$ cat config.mk
export PLATFORM = sky130hd
export DESIGN_NAME = otfs_output_terminal
export DESIGN_NICKNAME = d
export VERILOG_FILES = /design/src/verilog/otfs_pkg.sv /design/src/verilog/otfs_term_select.sv /design/src/verilog/otfs_output_terminal.sv
export SDC_FILE = /design/constraint.sdc
export NUM_CORES = 1
export LEC_CHECK = 0
export ABC_AREA = 0
export BUFFER_PORTS_ARGS = -buffer_cell sky130_fd_sc_hd__buf_2
export CORE_MARGIN = 2
export CORE_UTILIZATION = 59
export CTS_CLUSTER_DIAMETER = 80
export CTS_CLUSTER_SIZE = 10
export DETAILED_ROUTE_END_ITERATION = 12
export GPL_TIMING_DRIVEN = 0
export PLACE_DENSITY = 0.86
export SKIP_LAST_GASP = 1
export SLEW_MARGIN = 40
export SYNTH_ARGS = -nofsm -noshare
export SYNTH_HDL_FRONTEND = slang
export SYNTH_HIERARCHICAL = 1
export SYNTH_SLANG_ARGS = --single-unit
$ cat constraint.sdc
create_clock -name clk_sys -period 5.1 [get_ports clk_sys]
set_clock_uncertainty 0.05 [all_clocks]
set_input_delay 0.51 -clock clk_sys [delete_from_list [all_inputs] [get_ports clk_sys]]
set_output_delay 0.51 -clock clk_sys [all_outputs]
set_load 0.03 [all_outputs]
$ cat src/verilog/otfs_pkg.sv
// Package for the output terminal function select block
package otfs_pkg;

  // ----------------------------------------------------------------
  // Parameter addresses (group in high byte, index in low byte)
  // ----------------------------------------------------------------
  localparam logic [15:0] ADDR_RELAY_FUNC = 16'h020D;
  localparam logic [15:0] ADDR_OC1_FUNC = 16'h0210;
  localparam logic [15:0] ADDR_OC2_FUNC = 16'h0211;
  localparam logic [15:0] ADDR_POLARITY = 16'h0212;
  localparam logic [15:0] ADDR_OUT_STATUS = 16'h0233;
  localparam logic [15:0] ADDR_ANALOG_SEL = 16'h032C;
  localparam logic [15:0] ADDR_LEVEL_HIGH = 16'h032D;
  localparam logic [15:0] ADDR_LEVEL_LOW = 16'h032E;
  localparam logic [15:0] ADDR_CARD_CTRL = 16'h2640;
  localparam logic [15:0] ADDR_FIELDBUS_CTRL = 16'h2641;

  // ----------------------------------------------------------------
  // Reset values
  // ----------------------------------------------------------------
  localparam logic [15:0] FIELDBUS_CTRL_RESET = 16'h0001;
  localparam logic [15:0] CARD_CTRL_RESET = 16'h0000;
  localparam logic [15:0] POLARITY_RESET = 16'h0000;
  localparam logic [7:0] FUNC_RESET = 8'h00;
  // Thresholds in 0.1 percent of span: 50.0 and 10.0 percent
  localparam logic [15:0] LEVEL_HIGH_RESET = 16'h01F4;
  localparam logic [15:0] LEVEL_LOW_RESET = 16'h0064;
  localparam logic ANALOG_SEL_RESET = 1'b0;

  // ----------------------------------------------------------------
  // Terminal bit positions and writable polarity bits
  // ----------------------------------------------------------------
  localparam int unsigned TERM_COUNT = 3;
  localparam int unsigned TERM_BITS [TERM_COUNT] = '{0, 3, 4};
  localparam logic [15:0] POLARITY_WRITE_MASK = 16'hFFF9;

  // ----------------------------------------------------------------
  // Function codes
  // ----------------------------------------------------------------
  typedef enum logic [7:0] {
    OTFS_FN_NONE = 8'h00,
    OTFS_FN_FIELDBUS = 8'h32,
    OTFS_FN_CARD = 8'h34,
    OTFS_FN_SAFE_A = 8'h42,
    OTFS_FN_LEVEL = 8'h43,
    OTFS_FN_SAFE_B = 8'h44,
    OTFS_FN_TORQUE3 = 8'h49,
    OTFS_FN_TORQUE4 = 8'h4A
  } otfs_func_t;

  // Condition inputs from other drive logic
  typedef struct packed {
    logic safeTorqueOff;
    logic safetyLossFault;
    logic overTorque3;
    logic overTorque4;
  } otfs_cond_t;

  // Parameter access request
  typedef struct packed {
    logic wrEn;
    logic rdEn;
    logic [15:0] addr;
    logic [15:0] wrData;
  } otfs_param_req_t;

endpackage

$ cat src/verilog/otfs_term_select.sv
// Per-terminal function selection
`timescale 1ns/1ps
module otfs_term_select (
  input wire logic [7:0] funcCode,
  input wire logic fieldbusBit,
  input wire logic cardBit,
  input wire otfs_pkg::otfs_cond_t cond,
  input wire logic levelReached,
  output logic active
);
  import otfs_pkg::*;

  always_comb begin
    case (funcCode)
      OTFS_FN_FIELDBUS: active = fieldbusBit;
      OTFS_FN_CARD: active = cardBit;
      OTFS_FN_SAFE_A: active = cond.safeTorqueOff | cond.safetyLossFault;
      OTFS_FN_SAFE_B: active = ~(cond.safeTorqueOff | cond.safetyLossFault);
      OTFS_FN_LEVEL: active = levelReached;
      OTFS_FN_TORQUE3: active = cond.overTorque3;
      OTFS_FN_TORQUE4: active = cond.overTorque4;
      default: active = 1'b0;
    endcase
  end

endmodule // otfs_term_select

$ cat src/verilog/otfs_output_terminal.sv
// Output terminal function select top level
//
// Functional notes
// - Code 50 drives relay, open collectors from object bits 0, 3, 4; resets 0x01.
// - Card function copies card word bits 0, 3, 4 to the three terminals.
// - Safety logic A open normally, closed on torque off or loss; B inverse.
// - Code 67 turns on above high level, off below low, else holds.
// - A setting picks voltage or current analog input for the comparator.
// - Comparator high threshold defaults to 50 percent of span.
// - Comparator low threshold defaults to 10 percent of span.
// - Code 73 asserts output when the third over-torque detector trips.
// - Code 74 asserts output when the fourth over-torque detector trips.
// - A polarity bit of 1 inverts that terminal's output.
// - 16-bit polarity field: bit 0 relay, bit 3 and 4 open collectors.
`timescale 1ns/1ps
module otfs_output_terminal (
  input wire logic clk_sys,
  input wire logic reset,
  input wire logic clkEnable,
  input wire otfs_pkg::otfs_param_req_t paramReq,
  input wire otfs_pkg::otfs_cond_t cond,
  input wire logic [15:0] voltageAnalogIn,
  input wire logic [15:0] currentAnalogIn,
  output logic [15:0] paramRdData,
  output logic paramRdValid,
  output logic relayOutput,
  output logic openCollectorOutFirst,
  output logic openCollectorOutSecond
);
  import otfs_pkg::*;

  // ----------------------------------------------------------------
  // Registers
  // ----------------------------------------------------------------
  logic [7:0] relayFunc_reg;
  logic [7:0] oc1Func_reg;
  logic [7:0] oc2Func_reg;
  logic [15:0] polarity_reg;
  logic analogSel_reg;
  logic [15:0] levelHigh_reg;
  logic [15:0] levelLow_reg;
  logic [15:0] cardCtrl_reg;
  logic [15:0] fieldbusCtrl_reg;
  logic levelReached_reg;
  logic [TERM_COUNT-1:0] term_reg;
  logic [15:0] rdData_reg;
  logic rdValid_reg;
  logic [TERM_COUNT-1:0] termActive;
  logic [7:0] funcCodes [TERM_COUNT];
  logic [15:0] analogSelected;
  logic [15:0] outStatus;
  logic [15:0] rdData_next;
  logic wrTaken;

  assign funcCodes[0] = relayFunc_reg;
  assign funcCodes[1] = oc1Func_reg;
  assign funcCodes[2] = oc2Func_reg;

  // ----------------------------------------------------------------
  // Parameter writes
  // ----------------------------------------------------------------
  // A frozen block ignores the bus, so a write needs the enable as well
  assign wrTaken = clkEnable && paramReq.wrEn;

  // Function code of each terminal
  always_ff @(posedge clk_sys or posedge reset) begin
    if (reset) begin
      relayFunc_reg <= FUNC_RESET;
      oc1Func_reg <= FUNC_RESET;
      oc2Func_reg <= FUNC_RESET;
    end else if (wrTaken) begin
      if (paramReq.addr == ADDR_RELAY_FUNC) begin
        relayFunc_reg <= paramReq.wrData[7:0];
      end
      if (paramReq.addr == ADDR_OC1_FUNC) begin
        oc1Func_reg <= paramReq.wrData[7:0];
      end
      if (paramReq.addr == ADDR_OC2_FUNC) begin
        oc2Func_reg <= paramReq.wrData[7:0];
      end
    end
  end

  always_ff @(posedge clk_sys or posedge reset) begin
    if (reset) begin
      polarity_reg <= POLARITY_RESET;
    end else if (wrTaken && paramReq.addr == ADDR_POLARITY) begin
      polarity_reg <= paramReq.wrData & POLARITY_WRITE_MASK;
    end
  end

  // Comparator setup
  always_ff @(posedge clk_sys or posedge reset) begin
    if (reset) begin
      analogSel_reg <= ANALOG_SEL_RESET;
      levelHigh_reg <= LEVEL_HIGH_RESET;
      levelLow_reg <= LEVEL_LOW_RESET;
    end else if (wrTaken) begin
      if (paramReq.addr == ADDR_ANALOG_SEL) begin
        analogSel_reg <= paramReq.wrData[0];
      end
      // Thresholds are not checked against each other; high below low gives a bare compare
      if (paramReq.addr == ADDR_LEVEL_HIGH) begin
        levelHigh_reg <= paramReq.wrData;
      end
      if (paramReq.addr == ADDR_LEVEL_LOW) begin
        levelLow_reg <= paramReq.wrData;
      end
    end
  end

  // Card word and fieldbus object
  always_ff @(posedge clk_sys or posedge reset) begin
    if (reset) begin
      cardCtrl_reg <= CARD_CTRL_RESET;
      fieldbusCtrl_reg <= FIELDBUS_CTRL_RESET;
    end else if (wrTaken) begin
      if (paramReq.addr == ADDR_CARD_CTRL) begin
        cardCtrl_reg <= paramReq.wrData;
      end
      if (paramReq.addr == ADDR_FIELDBUS_CTRL) begin
        fieldbusCtrl_reg <= paramReq.wrData;
      end
    end
  end

  // ----------------------------------------------------------------
  // Level window comparator
  // ----------------------------------------------------------------
  // pick analog channel
  assign analogSelected = analogSel_reg ? currentAnalogIn : voltageAnalogIn;

  // Hysteresis keeps the output steady while the input sits inside the window
  always_ff @(posedge clk_sys or posedge reset) begin
    if (reset) begin
      levelReached_reg <= 1'b0;
    end else if (clkEnable) begin
      if (analogSelected > levelHigh_reg) begin
        levelReached_reg <= 1'b1;
      end else if (analogSelected < levelLow_reg) begin
        levelReached_reg <= 1'b0;
      end
    end
  end

  // ----------------------------------------------------------------
  // Terminals
  // ----------------------------------------------------------------
  for (genvar g = 0; g < TERM_COUNT; g++) begin : gTerm
    localparam int unsigned B = TERM_BITS[g];

    otfs_term_select otfs_term_select_inst (
      .funcCode(funcCodes[g]),
      .fieldbusBit(fieldbusCtrl_reg[B]),
      .cardBit(cardCtrl_reg[B]),
      .cond(cond),
      .levelReached(levelReached_reg),
      .active(termActive[g])
    );

    always_ff @(posedge clk_sys or posedge reset) begin
      if (reset) begin
        term_reg[g] <= 1'b0;
      end else if (clkEnable) begin
        term_reg[g] <= termActive[g] ^ polarity_reg[B];
      end
    end
  end

  // ----------------------------------------------------------------
  // Parameter reads
  // ----------------------------------------------------------------
  always_comb begin
    outStatus = 16'h0000;
    outStatus[TERM_BITS[0]] = term_reg[0];
    outStatus[TERM_BITS[1]] = term_reg[1];
    outStatus[TERM_BITS[2]] = term_reg[2];
  end

  always_comb begin
    case (paramReq.addr)
      ADDR_RELAY_FUNC: rdData_next = {8'h00, relayFunc_reg};
      ADDR_OC1_FUNC: rdData_next = {8'h00, oc1Func_reg};
      ADDR_OC2_FUNC: rdData_next = {8'h00, oc2Func_reg};
      ADDR_POLARITY: rdData_next = polarity_reg;
      ADDR_OUT_STATUS: rdData_next = outStatus;
      ADDR_ANALOG_SEL: rdData_next = {15'h0000, analogSel_reg};
      ADDR_LEVEL_HIGH: rdData_next = levelHigh_reg;
      ADDR_LEVEL_LOW: rdData_next = levelLow_reg;
      ADDR_CARD_CTRL: rdData_next = cardCtrl_reg;
      ADDR_FIELDBUS_CTRL: rdData_next = fieldbusCtrl_reg;
      default: rdData_next = 16'h0000;
    endcase
  end

  always_ff @(posedge clk_sys or posedge reset) begin
    if (reset) begin
      rdData_reg <= 16'h0000;
      rdValid_reg <= 1'b0;
    end else if (clkEnable) begin
      rdValid_reg <= paramReq.rdEn;
      if (paramReq.rdEn) begin
        rdData_reg <= rdData_next;
      end
    end
  end

  assign paramRdData = rdData_reg;
  assign paramRdValid = rdValid_reg;
  assign relayOutput = term_reg[0];
  assign openCollectorOutFirst = term_reg[1];
  assign openCollectorOutSecond = term_reg[2];

endmodule // otfs_output_terminal

==> After elaboration in Yosys (flattened, before gate mapping) <==
Cells that the tools add are included.
{ "totals": {"regBits": 124, "inputBits": 73, "output_inout_bits": 20} }
{ "op_classes": {"magnitude_cmp": 2, "eq_ne": 31, "n_mux": 7, "n_bitwise": 5, "reduce_logical": 13} }
{ "op_table": {"columns": ["op", "count"], "rows": [
  ["16-bit case mux with 10 select lines", 1],
  ["16-bit by 10-bit equality test with 1-bit output (second input constant)", 8],
  ["8-bit by 7-bit equality test with 1-bit output (second input constant)", 15],
  ["8-bit by 6-bit equality test with 1-bit output (second input constant)", 6],
  ["16-bit by 14-bit equality test with 1-bit output (second input constant)", 2],
  ["1-bit case mux with 7 select lines", 3],
  ["2-bit AND reduction", 10],
  ["16-bit greater-than comparator", 1],
  ["16-bit < comparator", 1],
  ["16-bit two-way mux", 1],
  ["1-bit XOR", 3],
  ["1-bit logical AND", 2],
  ["1-bit two-way mux", 2],
  ["2-bit nonzero test", 1],
  ["1-bit inverter", 1],
  ["1-bit OR", 1]
]} }

==> Longest topological paths before layout <==
Gate-level depths: netlist of run 1.
{ "depth": {"word_depth": 4, "depth_mapped": 9} }

==> Modules after synthesis <==
The synthesis of run 1 kept the hierarchy.
{ "modules_own_cells": {"columns": ["module", "instances", "cells_per_inst", "area_per_inst_um2", "seq_area_each_um2"], "rows": [
  ["otfs_output_terminal", 1, 556, 6764.0, 3115.5],
  ["otfs_term_select", 3, 17, 141.4, 0.0]
]} }

==> Least setup slack after synthesis of run 1 <==
OpenSTA, ideal clock, no wires.
{ "synth_timing": {"kind": "reg-to-reg", "startpoint": "register analogSel_reg", "endpoint": "register levelReached_reg", "setup_ps": 140, "t_arrival_ps": 2393, "path_slack_ps": 2517, "stages_incl_launch_ff": 9, "n_path_buf": 2, "path_cell_list": "dfrtp_1 > clkbuf_1 > buf_1 > mux2_2 > ha_1 > nand4_1 > or4_1 > nand2_1 > o211ai_1"} }
{ "synth_via": {"elab_chain_len": 4, "word_cells_on_any_way": 6, "cone_classes": "2 x order compare; 2 x mux; 2 x reduce/logical"} }
{ "synth_lines": {"columns": ["element", "line", "text"], "rows": [
  ["start: declaration", "otfs_output_terminal.sv:39", "logic analogSel_reg;"],
  ["start signal: assignment", "otfs_output_terminal.sv:100", "analogSel_reg <= paramReq.wrData[0];"],
  ["16-bit two-way mux *", "otfs_output_terminal.sv:131", "assign analogSelected = analogSel_reg ? currentAnalogIn : voltageAnalogIn;"],
  ["16-bit greater-than comparator / 16-bit < comparator (equally long branches)", "otfs_output_terminal.sv:138, otfs_output_terminal.sv:140", null],
  ["2-bit nonzero test (no source line)", null, null],
  ["2-bit AND reduction (no source line)", null, null],
  ["end signal: assignment", "otfs_output_terminal.sv:136", "levelReached_reg <= 1'b0;"],
  ["end signal: assignment", "otfs_output_terminal.sv:139", "levelReached_reg <= 1'b1;"],
  ["end signal: assignment", "otfs_output_terminal.sv:141", "levelReached_reg <= 1'b0;"],
  ["end: declaration", "otfs_output_terminal.sv:44", "logic levelReached_reg;"]
]} }
Mark *: on every way between the ends. The rest lies on a longest branch, timed or not.
A chain may end at the register's enable or synchronous reset.

==> Worst setup path after layout of run 1 <==
Same ends and word-level chain as after synthesis.

==> results.py, run 1 <==
metrics = {
    "cts": {
        "tritoncts": "yes",
        "cts_hold_buffers": 0,
        "cts.reportedPaths.clkPinSlew_ns": 0.06,
        "clock_buffer_count_from_cts": 17,
        "cts_setup_buffers": 0,
        "cts_resized": 0,
        "cts-htree-levels": 4,
        "clock_insertion_delay_worst_skew_ns": 0.42,
        "numClockSinks": 124,
        "cts-root-to-sink-buffers": 2,
        "cts-root-buf": "sky130_fd_sc_hd__clkbuf_16",
    },
    "cells_and_area": {
        "multi_input_gate_area_in_the_final_layout_um2": 3740,
        "fin_nets": 821,
        "seqCellArea_um2": 3120,
        "area_delta_synth_final_pct": 16.9,
        "final_layout_size_suffix_gt1_share_pct": 40.9,
        "final.fill_count": 815,
        "antenna_cells": 0,
    },
    "yosys": {
        "yosysMostFrequentCell": "sky130_fd_sc_hd__dfrtp_1",
        "synth_area_per_cell_um2": 11.8,
        "synth-main-ff-cell": "sky130_fd_sc_hd__dfrtp_1",
        "synth.yosys.seq_area_share_pct": 43.3,
        "post_synth_instance_area_um2": 7190,
        "share_of_flip_flops_with_an_asynchronous_set_or_reset_pct": 100,
        "main_combinational_cell_family_by_area_after_synthesis": "multiplexers",
        "ys_ff_latch": 124,
        "synth_warn": 6,
        "synthSimpleGateAreaFrac_pct": 14.5,
        "yosys.area.top_type": "sky130_fd_sc_hd__dfrtp_1",
        "yosysUniqueCellTypes": 66,
        "post_synth_edffs": 0,
        "postSynthCellCount": 607,
        "synthMuxAreaShare_pct": 20.1,
        "netlist_top_cells_count": "114 x sky130_fd_sc_hd__dfrtp_1, 110 x sky130_fd_sc_hd__mux2_2, 34 x sky130_fd_sc_hd__inv_1",
        "synthXorXnorAreaFrac_pct": 0.366,
        "synthesis.nets": 711,
        "synth_fa_ha_area_share_pct": 5.40,
        "synth_largest_type_area_fraction_pct": 39.7,
        "netlist_top_cells_area": "sky130_fd_sc_hd__dfrtp_1 40%, sky130_fd_sc_hd__mux2_2 17%, sky130_fd_sc_hd__ha_1 5.4%",
        "synth-compound-area-share_pct": 11.7,
    },
    "setup_path": {
        "critical_path_class": "flop to flop",
        "endpoint_of_the_worst_slack_reg_to_reg_timing_path": "levelReached_reg",
        "critical_path.max_stage_delay_ns": 0.57,
        "r2r_cells": 8,
        "timing.critical_path.slowest_stage_cell": "sky130_fd_sc_hd__buf_1",
        "worstPathCellList": "clkbuf_1 -> buf_1 -> mux2_2 -> ha_1 -> nand4_1 -> or4_1 -> nand2_1 -> o211ai_1",
        "critical_path.n_buffers_inverters": 2,
        "ff2ff_setup_slack_ns": 1.95,
        "setup.worst_path.end_class": "flop",
        "setup.worst_path.start_class": "flop",
        "crit_path_max_fanout": 10,
        "reg2reg_from": "analogSel_reg",
        "crit_path_launch": "analogSel_reg",
        "signal_arrival_time_at_the_worst_endpoint_ns": 3.39,
        "top_delay_family_on_crit_path": "buffers and inverters",
        "cp.required_ns": 5.34,
    },
    "sta": {
        "post-route-min-period_ns": 3.15,
        "report.final.slew_viol_count": 0,
        "clock.fmax_mhz": 317,
        "max_slew_margin_pct": 44.1,
        "fin_setup_tns_ns": 0,
        "rsz0062_at_grt": "no",
        "timing.final.hold_violations": 0,
        "worst_pin_slew_ns": 0.831,
        "timing.final.crit_share_pct": 61.8,
        "finalSetupViolCount": 0,
    },
    "floorplanning": {
        "boundaryPins": 93,
        "die_w_um": 114,
        "die-height_um": 114,
        "row_count": 40,
        "initial_standard_cell_utilization_of_the_core_pct": 60.1,
        "core_um2": 12000,
        "die_area_um2": 13100,
    },
    "grt": {
        "first_global_vias": 6071,
        "grt_first_pass_wirelength_mm": 32.4,
        "track_usage_pct": 32.9,
        "largest_net_degree_at_the_start_of_global_routing": 75,
        "gr-total-overflow": 0,
        "antenna_found_initial": 0,
    },
    "detailed_routing": {
        "post_drt_via_cell_ratio": 6.67,
        "drt_first_iter_violations": 612,
        "met2_wirelength_mm": 9.75,
        "drt_first_pass_iters": 8,
        "vias": 5833,
        "route.antenna.remaining_nets": 0,
        "routed_wl_mm": 20.5,
        "met3RoutedLength_mm": 1.78,
        "routed_wire_length_per_instance_um": 23.5,
        "highest-signal-layer": "met4",
        "route.detailed.drc": 0,
        "drt-met1-wl_mm": 8.05,
    },
    "place": {
        "hpwl_dp_mm": 14.6,
        "gp_routability_congestion": 0.954,
        "port_buffers": 90,
    },
    "worst_hold_path": {
        "worst_hold_check_path_type": "input port to async pin",
    },
    "status": {
        "outcome": "complete, no violations",
    },
    "power": {
        "power.ir.vdd_worst_v": 0.000250,
        "p_total_uw": 2340,
        "power.static_leakage_uw": 0.00384,
        "power.density_cell_area_nw_per_um2": 278,
    },
    "run": {
        "max_cap_violations": 0,
    },
}
## where the power goes
part / leakage, uW / internal [uW] / total, uW / switching (uW)
Clock: 0.000266 / 694 / 1110 / 419
Combinational: 0.00191 / 72.0 / 211 / 139
Sequential: 0.00166 / 1000 / 1010 / 13.0
Total: 0.00384 / 1770 / 2340 / 571
## cell type report
class                      instances  area share (%)
clock inverter                     8           0.834
clock buffer                      21            5.60
sequential                       124            37.1
buffer                            30            2.52
multi-input combinational        419            44.5
inverter                          34            1.61
tap                              147            2.19
timing repair buffer              91            5.69
## cell usage in the layout, fill, tap and decap left out, types with 5 or more instances in the layout
cell type	n
sky130_fd_sc_hd__a21o_1	7
sky130_fd_sc_hd__a21oi_1	18
sky130_fd_sc_hd__a221oi_1	5
sky130_fd_sc_hd__a222oi_1	10
sky130_fd_sc_hd__a22oi_1	10
sky130_fd_sc_hd__a31oi_1	15
sky130_fd_sc_hd__a32oi_1	10
sky130_fd_sc_hd__and2_1	6
sky130_fd_sc_hd__buf_2	99
sky130_fd_sc_hd__buf_4	5
sky130_fd_sc_hd__buf_6	7
sky130_fd_sc_hd__clkbuf_1	8
sky130_fd_sc_hd__clkbuf_16	17
sky130_fd_sc_hd__clkinv_2	5
sky130_fd_sc_hd__dfrtp_1	114
sky130_fd_sc_hd__dfstp_2	10
sky130_fd_sc_hd__ha_1	31
sky130_fd_sc_hd__inv_1	33
sky130_fd_sc_hd__mux2_2	110
sky130_fd_sc_hd__mux2_4	10
sky130_fd_sc_hd__nand2_1	23
sky130_fd_sc_hd__nand2b_1	5
sky130_fd_sc_hd__nand3_1	10
sky130_fd_sc_hd__nand3b_1	7
sky130_fd_sc_hd__nand4_1	16
sky130_fd_sc_hd__nand4b_1	11
sky130_fd_sc_hd__nor2_1	29
sky130_fd_sc_hd__nor2b_1	6
## how the worst max path moves through the flow
stage	to	slack [ns]	depth (start not counted)
after global placement	paramRdData[14]	0.11	2
after global routing	levelReached_reg	1.79	8
after CTS	levelReached_reg	1.99	8
after floorplan	analogSel_reg	1.26	1
final	levelReached_reg	1.95	8
after detailed placement	levelReached_reg	2.01	8
## per-layer routing
metal | track usage, % | vias to the layer above
li1 | - | 2540
met1 | 41.9 | 2896
met2 | 52.3 | 312
met3 | 7.89 | 85
met4 | 17.5 | 0
met5 | 0 | -
## logic make-up after synthesis
family                   Yosys count
flip-flops                       124
XOR/XNOR                           3
AO/OA/AOI/OAI                    104
multiplexers                     125
AND/OR/NAND/NOR                  156
adder cells (fa/ha/maj)           31
buffers and inverters             64
## stage by stage
step           hold slack [ns]  std cells  util [%]  instance area [um^2]  setup WS, ns
2_1_floorplan            0.409        607         -                  7190          1.26
3_3_place_gp             0.413        844      65.4                  7820         0.106
3_5_place_dp             0.431        845      65.7                  7860          2.01
4_1_cts                 0.0468        874      70.3                  8400          1.99
5_1_grt                 0.0649        874      70.3                  8400          1.79
6_report                0.0363        874      70.3                  8400          1.95
Note: power is estimated with default switching activity, not from simulation.
==> inputs of run 2 (changes only) <==
==> constraint.sdc (replaced) <==
create_clock -name clk_sys -period 3.1 [get_ports clk_sys]
set_clock_uncertainty 0.05 [all_clocks]
set_input_delay 0.31 -clock clk_sys [delete_from_list [all_inputs] [get_ports clk_sys]]
set_output_delay 0.31 -clock clk_sys [all_outputs]
set_load 0.03 [all_outputs]
==> run 2 against run 1 <==
Net effect:
- fmax is 6.0% higher
- via count is 0.77% higher
- global-route usage is 0.60 points higher
- routed wire length is 2.0% higher
- total power is 70% higher
- core utilization is 1.1 points higher
- clock-buffer cell count is 3 lower
- die area stayed put
- register-to-register slack worse by 1.8 ns
- clock power is 75% higher
- first-iteration DRC count is 17% higher
==> results.py, run 2 (same netlist as run 1, synthesis figures left out) <==
metrics = {
    "grt": {
        "first_global_vias": 6017,
        "grt_first_pass_wirelength_mm": 32.5,
        "track_usage_pct": 33.5,
        "largest_net_degree_at_the_start_of_global_routing": 26,
        "antenna_found_initial": 0,
        "gr-total-overflow": 0,
    },
    "floorplanning": {
        "die_area_um2": 13100,
        "die-height_um": 114,
        "initial_standard_cell_utilization_of_the_core_pct": 60.1,
        "core_um2": 12000,
        "die_w_um": 114,
        "boundaryPins": 93,
        "row_count": 40,
    },
    "sta": {
        "setup_slack_ns": 0.125,
        "timing.final.crit_share_pct": 96.0,
        "fin_setup_tns_ns": 0,
        "timing.final.hold_violations": 0,
        "max_slew_margin_pct": 47.3,
        "report.final.slew_viol_count": 0,
        "post-route-min-period_ns": 2.98,
        "rsz0062_at_grt": "no",
        "clock.fmax_mhz": 336,
        "finalSetupViolCount": 0,
        "worst_pin_slew_ns": 0.791,
    },
    "cts": {
        "clock_buffer_count_from_cts": 17,
        "cts-root-to-sink-buffers": 2,
        "cts.reportedPaths.clkPinSlew_ns": 0.06,
        "numClockSinks": 124,
        "cts-htree-levels": 4,
        "tritoncts": "yes",
        "cts_setup_buffers": 0,
        "cts-root-buf": "sky130_fd_sc_hd__clkbuf_16",
        "clock_insertion_delay_worst_skew_ns": 0.43,
    },
    "detailed_routing": {
        "route.detailed.drc": 0,
        "vias": 5878,
        "routed_wire_length_per_instance_um": 23.7,
        "drt_first_iter_violations": 717,
        "route.antenna.remaining_nets": 0,
        "routed_wl_mm": 20.9,
        "drt_first_pass_iters": 5,
        "post_drt_via_cell_ratio": 6.66,
    },
    "place": {
        "hpwl_dp_mm": 14.9,
        "dpl_cell_area_um2": 7940,
        "placedCellCount": 849,
        "port_buffers": 90,
        "gp_routability_congestion": 0.956,
        "dp_slack_ns": -0.00459,
    },
    "run": {
        "max_cap_violations": 0,
    },
    "cells_and_area": {
        "fin_area_um2": 8530,
        "area_delta_synth_final_pct": 18.7,
        "final.fill_count": 785,
        "multi_input_gate_area_in_the_final_layout_um2": 3740,
        "fin_nets": 826,
        "final_layout_size_suffix_gt1_share_pct": 41.5,
        "seqCellArea_um2": 3120,
        "antenna_cells": 0,
        "final_cell_mix": "114 x sky130_fd_sc_hd__dfrtp_1, 110 x sky130_fd_sc_hd__mux2_2, 100 x sky130_fd_sc_hd__buf_2",
        "layout.cells.non_filler": 882,
        "layout.cells.most_common": "sky130_fd_sc_hd__dfrtp_1",
        "finish.utilization_pct": 71.3,
    },
    "power": {
        "power.ir.vdd_worst_v": 0.000426,
        "netSwitchingFraction_pct": 25.5,
        "combPwrFrac_pct": 9.0,
        "power.net_switching_uw": 1010,
        "power.share.clock_pct": 48.9,
        "power.density_cell_area_nw_per_um2": 465,
        "power.static_leakage_uw": 0.00390,
        "seq_power_share_pct": 42.0,
        "cell_internal_pwr_uw": 2960,
    },
    "setup_path": {
        "setup.worst_path.start_class": "flop",
        "crit_path_max_fanout": 10,
        "cp.required_ns": 3.33,
        "signal_arrival_time_at_the_worst_endpoint_ns": 3.21,
        "setup.worst_path.end_class": "flop",
        "critical_path_class": "flop to flop",
    },
    "worst_hold_path": {
        "worst_hold_check_path_type": "input port to flop",
    },
    "status": {
        "outcome": "complete, no violations",
    },
}
run 2: repair_timing:
action	4_1_cts	5_1_grt
resized for setup	1	0
setup endpoints to repair	1	0
hold buffers	1	0
endpoints found under the hold margin	16	0
run 2: final cells by class:
cell class	count	area share (%)
Multi-Input combinational cell	419	43.8
Sequential cell	124	36.5
Timing Repair Buffer	96	6.69
Clock buffer	18	5.03
Buffer	30	2.49
Tap cell	147	2.16
Clock inverter	14	1.73
Inverter	34	1.54
run 2: power groups by stage:
stage | combinational (uW) | sequential (uW) | clock, uW
after floorplan | 143 | 1730 | 0
after global placement | 320 | 1690 | 0
after detailed placement | 351 | 1690 | 0
after CTS | 357 | 1670 | 1940
after global routing | 391 | 1670 | 2020
final | 359 | 1670 | 1940
run 2: worst paths after layout:
| kind | from | to | slack [ns] | cells past startpoint |
|---|---|---|---|---|
| max reg2reg | analogSel_reg | levelReached_reg | 0.12 | 8 |
| max in group asynchronous | reset | levelLow_reg[6] | 1.63 | 6 |
| min reg2reg | paramRdValid | paramRdValid | 0.44 | 1 |
| min | paramReq[11] | polarity_reg[11] | 0.12 | 2 |
| max | analogSel_reg | levelReached_reg | 0.12 | 8 |
| min in group asynchronous | reset | oc2Func_reg[5] | 0.39 | 3 |
run 2: critical path, stage by stage, from the launching register on:
cell	delay, ns
sky130_fd_sc_hd__dfrtp_1	0.32
sky130_fd_sc_hd__clkbuf_1	0.39
sky130_fd_sc_hd__buf_2	0.40
sky130_fd_sc_hd__mux2_2	0.40
sky130_fd_sc_hd__ha_1	0.33
sky130_fd_sc_hd__nand4_1	0.21
sky130_fd_sc_hd__or4_1	0.53
sky130_fd_sc_hd__nand2_1	0.10
sky130_fd_sc_hd__o211ai_1	0.11
run 2: through the flow:
step | power, uW | hold slack, ns
after global placement | 2010 | 0.413
after floorplan | 1880 | 0.395
after detailed placement | 2040 | 0.302
final | 3970 | 0.122
after CTS | 3960 | 0.116
after global routing | 4070 | 0.134
run 2: per-layer routing:
layer	up-vias	part of all wire, %	track usage, %
li1	2547	-	-
met1	2891	39	43.0
met2	346	47	53.3
met3	94	9.1	8.36
met4	0	4.3	16.7
met5	-	0	0
==> inputs of run 3 (changes only) <==
--- a/config.mk
+++ b/config.mk
@@ -8,12 +8,12 @@
 export ABC_AREA = 0
 export BUFFER_PORTS_ARGS = -buffer_cell sky130_fd_sc_hd__buf_2
 export CORE_MARGIN = 2
-export CORE_UTILIZATION = 59
+export CORE_UTILIZATION = 53
 export CTS_CLUSTER_DIAMETER = 80
 export CTS_CLUSTER_SIZE = 10
 export DETAILED_ROUTE_END_ITERATION = 12
 export GPL_TIMING_DRIVEN = 0
-export PLACE_DENSITY = 0.86
+export PLACE_DENSITY = 0.82
 export SKIP_LAST_GASP = 1
 export SLEW_MARGIN = 40
 export SYNTH_ARGS = -nofsm -noshare
==> constraint.sdc (replaced) <==
create_clock -name clk_sys -period 2.45 [get_ports clk_sys]
set_clock_uncertainty 0.05 [all_clocks]
set_input_delay 0.245 -clock clk_sys [delete_from_list [all_inputs] [get_ports clk_sys]]
set_output_delay 0.245 -clock clk_sys [all_outputs]
set_load 0.03 [all_outputs]
==> run 3 against run 2 <==
Net effect:
- die area increased by 11%
- register-to-register slack got worse by 0.05 ns
- total power rose by 24%
- non-clock buffer count down 1
- worst hold slack worse by 0.064 ns
- critical endpoint unchanged
- largest power group unchanged
==> results.py, run 3 (same netlist as run 1, synthesis figures left out) <==
metrics = {
    "setup_path": {
        "signal_arrival_time_at_the_worst_endpoint_ns": 2.61,
        "critical_path_class": "flop to flop",
        "timing.critical_path.slowest_stage_cell": "sky130_fd_sc_hd__or4_1",
        "ff2ff_setup_slack_ns": 0.07,
        "critical_path.max_stage_delay_ns": 0.57,
        "reg2reg_from": "analogSel_reg",
        "endpoint_of_the_worst_slack_reg_to_reg_timing_path": "levelReached_reg",
        "cp.required_ns": 2.68,
        "r2r_cells": 7,
        "setup.worst_path.start_class": "flop",
        "setup.worst_path.end_class": "flop",
        "crit_path_max_fanout": 18,
        "worstPathCellList": "buf_6 -> mux2_2 -> ha_1 -> nand4_1 -> or4_1 -> nand2_1 -> o211ai_1",
    },
    "floorplanning": {
        "die_area_um2": 14500,
        "core_um2": 13200,
        "initial_standard_cell_utilization_of_the_core_pct": 54.3,
        "boundaryPins": 93,
        "die_w_um": 120,
        "row_count": 42,
        "die-height_um": 120,
    },
    "sta": {
        "report.final.slew_viol_count": 0,
        "post-route-min-period_ns": 2.38,
        "hold_slack_ns": 0.0586,
        "fin_setup_tns_ns": 0,
        "worst_pin_slew_ns": 0.767,
        "max_slew_margin_pct": 48.9,
        "setup_slack_ns": 0.0708,
        "timing.final.crit_share_pct": 97.1,
        "finalSetupViolCount": 0,
        "timing.final.hold_violations": 0,
        "clock.fmax_mhz": 420,
        "rsz0062_at_grt": "no",
    },
    "cells_and_area": {
        "final.fill_count": 1011,
        "layout.cells.most_common": "sky130_fd_sc_hd__dfrtp_1",
        "final_cell_mix": "114 x sky130_fd_sc_hd__dfrtp_1, 110 x sky130_fd_sc_hd__mux2_2, 99 x sky130_fd_sc_hd__buf_2",
        "seqCellArea_um2": 3120,
        "antenna_cells": 0,
        "multi_input_gate_area_in_the_final_layout_um2": 3740,
        "final_layout_size_suffix_gt1_share_pct": 41.1,
        "fin_nets": 825,
        "area_delta_synth_final_pct": 19.2,
        "fin_area_um2": 8570,
    },
    "detailed_routing": {
        "drt_first_pass_iters": 5,
        "vias": 5859,
        "routed_wire_length_per_instance_um": 23.2,
        "post_drt_via_cell_ratio": 6.44,
        "route.antenna.remaining_nets": 0,
        "route.detailed.drc": 0,
        "routed_wl_mm": 21.1,
        "drt_first_iter_violations": 506,
    },
    "grt": {
        "antenna_found_initial": 0,
        "largest_net_degree_at_the_start_of_global_routing": 29,
        "first_global_vias": 6015,
        "grt_first_pass_wirelength_mm": 32.9,
        "track_usage_pct": 30.1,
        "gr-total-overflow": 0,
    },
    "cts": {
        "cts-root-buf": "sky130_fd_sc_hd__clkbuf_16",
        "cts.reportedPaths.clkPinSlew_ns": 0.05,
        "numClockSinks": 124,
        "cts-root-to-sink-buffers": 2,
        "cts-htree-levels": 4,
        "tritoncts": "yes",
        "clock_buffer_count_from_cts": 17,
        "clock_insertion_delay_worst_skew_ns": 0.42,
    },
    "place": {
        "gp_routability_congestion": 0.950,
        "dpl_cell_area_um2": 7990,
        "port_buffers": 90,
        "hpwl_dp_mm": 15.2,
        "dp_slack_ns": -0.202,
    },
    "worst_hold_path": {
        "min_delay_path_depth": 2,
        "worst_hold_check_path_type": "input port to flop",
        "timing.hold.worst.start": "paramReq[11]",
        "min_delay_worst_endpoint": "polarity_reg[11]",
    },
    "power": {
        "power.share.clock_pct": 48.0,
        "combPwrFrac_pct": 9.2,
        "power.static_leakage_uw": 0.00390,
        "cell_internal_pwr_uw": 3740,
        "power.density_cell_area_nw_per_um2": 577,
        "p_total_uw": 4940,
        "seq_power_share_pct": 42.7,
        "netSwitchingFraction_pct": 24.2,
        "power.ir.vdd_worst_v": 0.000418,
        "power.net_switching_uw": 1200,
    },
    "status": {
        "outcome": "complete, no violations",
    },
    "run": {
        "max_cap_violations": 0,
    },
}
-- run 3: changes by cell type in the layout (fill, tap and decap cells not counted), sizes merged --
cell      before  now
clkinvlp       3    2
inv           34   33
clkbuf        25   31
bufinv         2    1
clkinv         9    5
-- run 3: per-stage QoR --
stage               util [%]  std cells
floorplan                  -        607
global placement        59.4        873
detailed placement      60.4        878
CTS                     64.8        911
global route            64.7        910
finish                  64.7        910
-- run 3: worst max path at each step --
stage | startpoint | cells after the start | slack [ns] | to
after floorplan | analogSel_reg | 8 | 0.13 | levelReached_reg
after global placement | paramReq[16] | 9 | -0.18 | fieldbusCtrl_reg[9]
after detailed placement | analogSel_reg | 8 | -0.20 | levelReached_reg
after CTS | analogSel_reg | 8 | 0.006 | levelReached_reg
after global routing | analogSel_reg | 7 | 0.007 | levelReached_reg
final | analogSel_reg | 7 | 0.07 | levelReached_reg
-- run 3: cell type report --
type	count	share of cell area, %
Buffer	29	2.51
Inverter	34	1.53
Multi-Input combinational cell	419	43.7
Sequential cell	124	36.4
Clock buffer	25	5.78
Clock inverter	7	0.774
Timing Repair Buffer	96	6.81
Tap cell	176	2.57
-- run 3: power groups by stage --
stage          clock (uW)  combinational (uW)  sequential (uW)
3_3_place_gp            0                 408             2140
3_5_place_dp            0                 449             2140
2_1_floorplan           0                 181             2190
6_report             2370                 457             2110
5_1_grt              2480                 496             2110
4_1_cts              2390                 456             2110
-- run 3: critical path: cells and delay by family, from the launching register on --
family          cells  cell delay, ns
simple gates        3            0.84
fa+ha+maj           1            0.30
buf+inv             1            0.21
flops               1            0.34
compound gates      1            0.10
mux                 1            0.40
-- run 3: repair_timing --
| action | in CTS | in global routing |
|---|---|---|
| buffers inserted | 0 | 0 |
| endpoints found under the hold margin | 12 | 0 |
| setup endpoints to repair | 1 | 1 |
| pin swaps | 0 | 2 |
| gates resized for setup | 4 | 2 |
| hold buffers | 1 | 0 |
-- run 3: routing by layer --
layer,track usage [%],wire length [um],vias to the layer above
met2,46.7,9980,335
met4,16.6,730,0
met1,39.5,8620,2919
met5,0,0,-
li1,-,-,2551
met3,6.51,1800,54
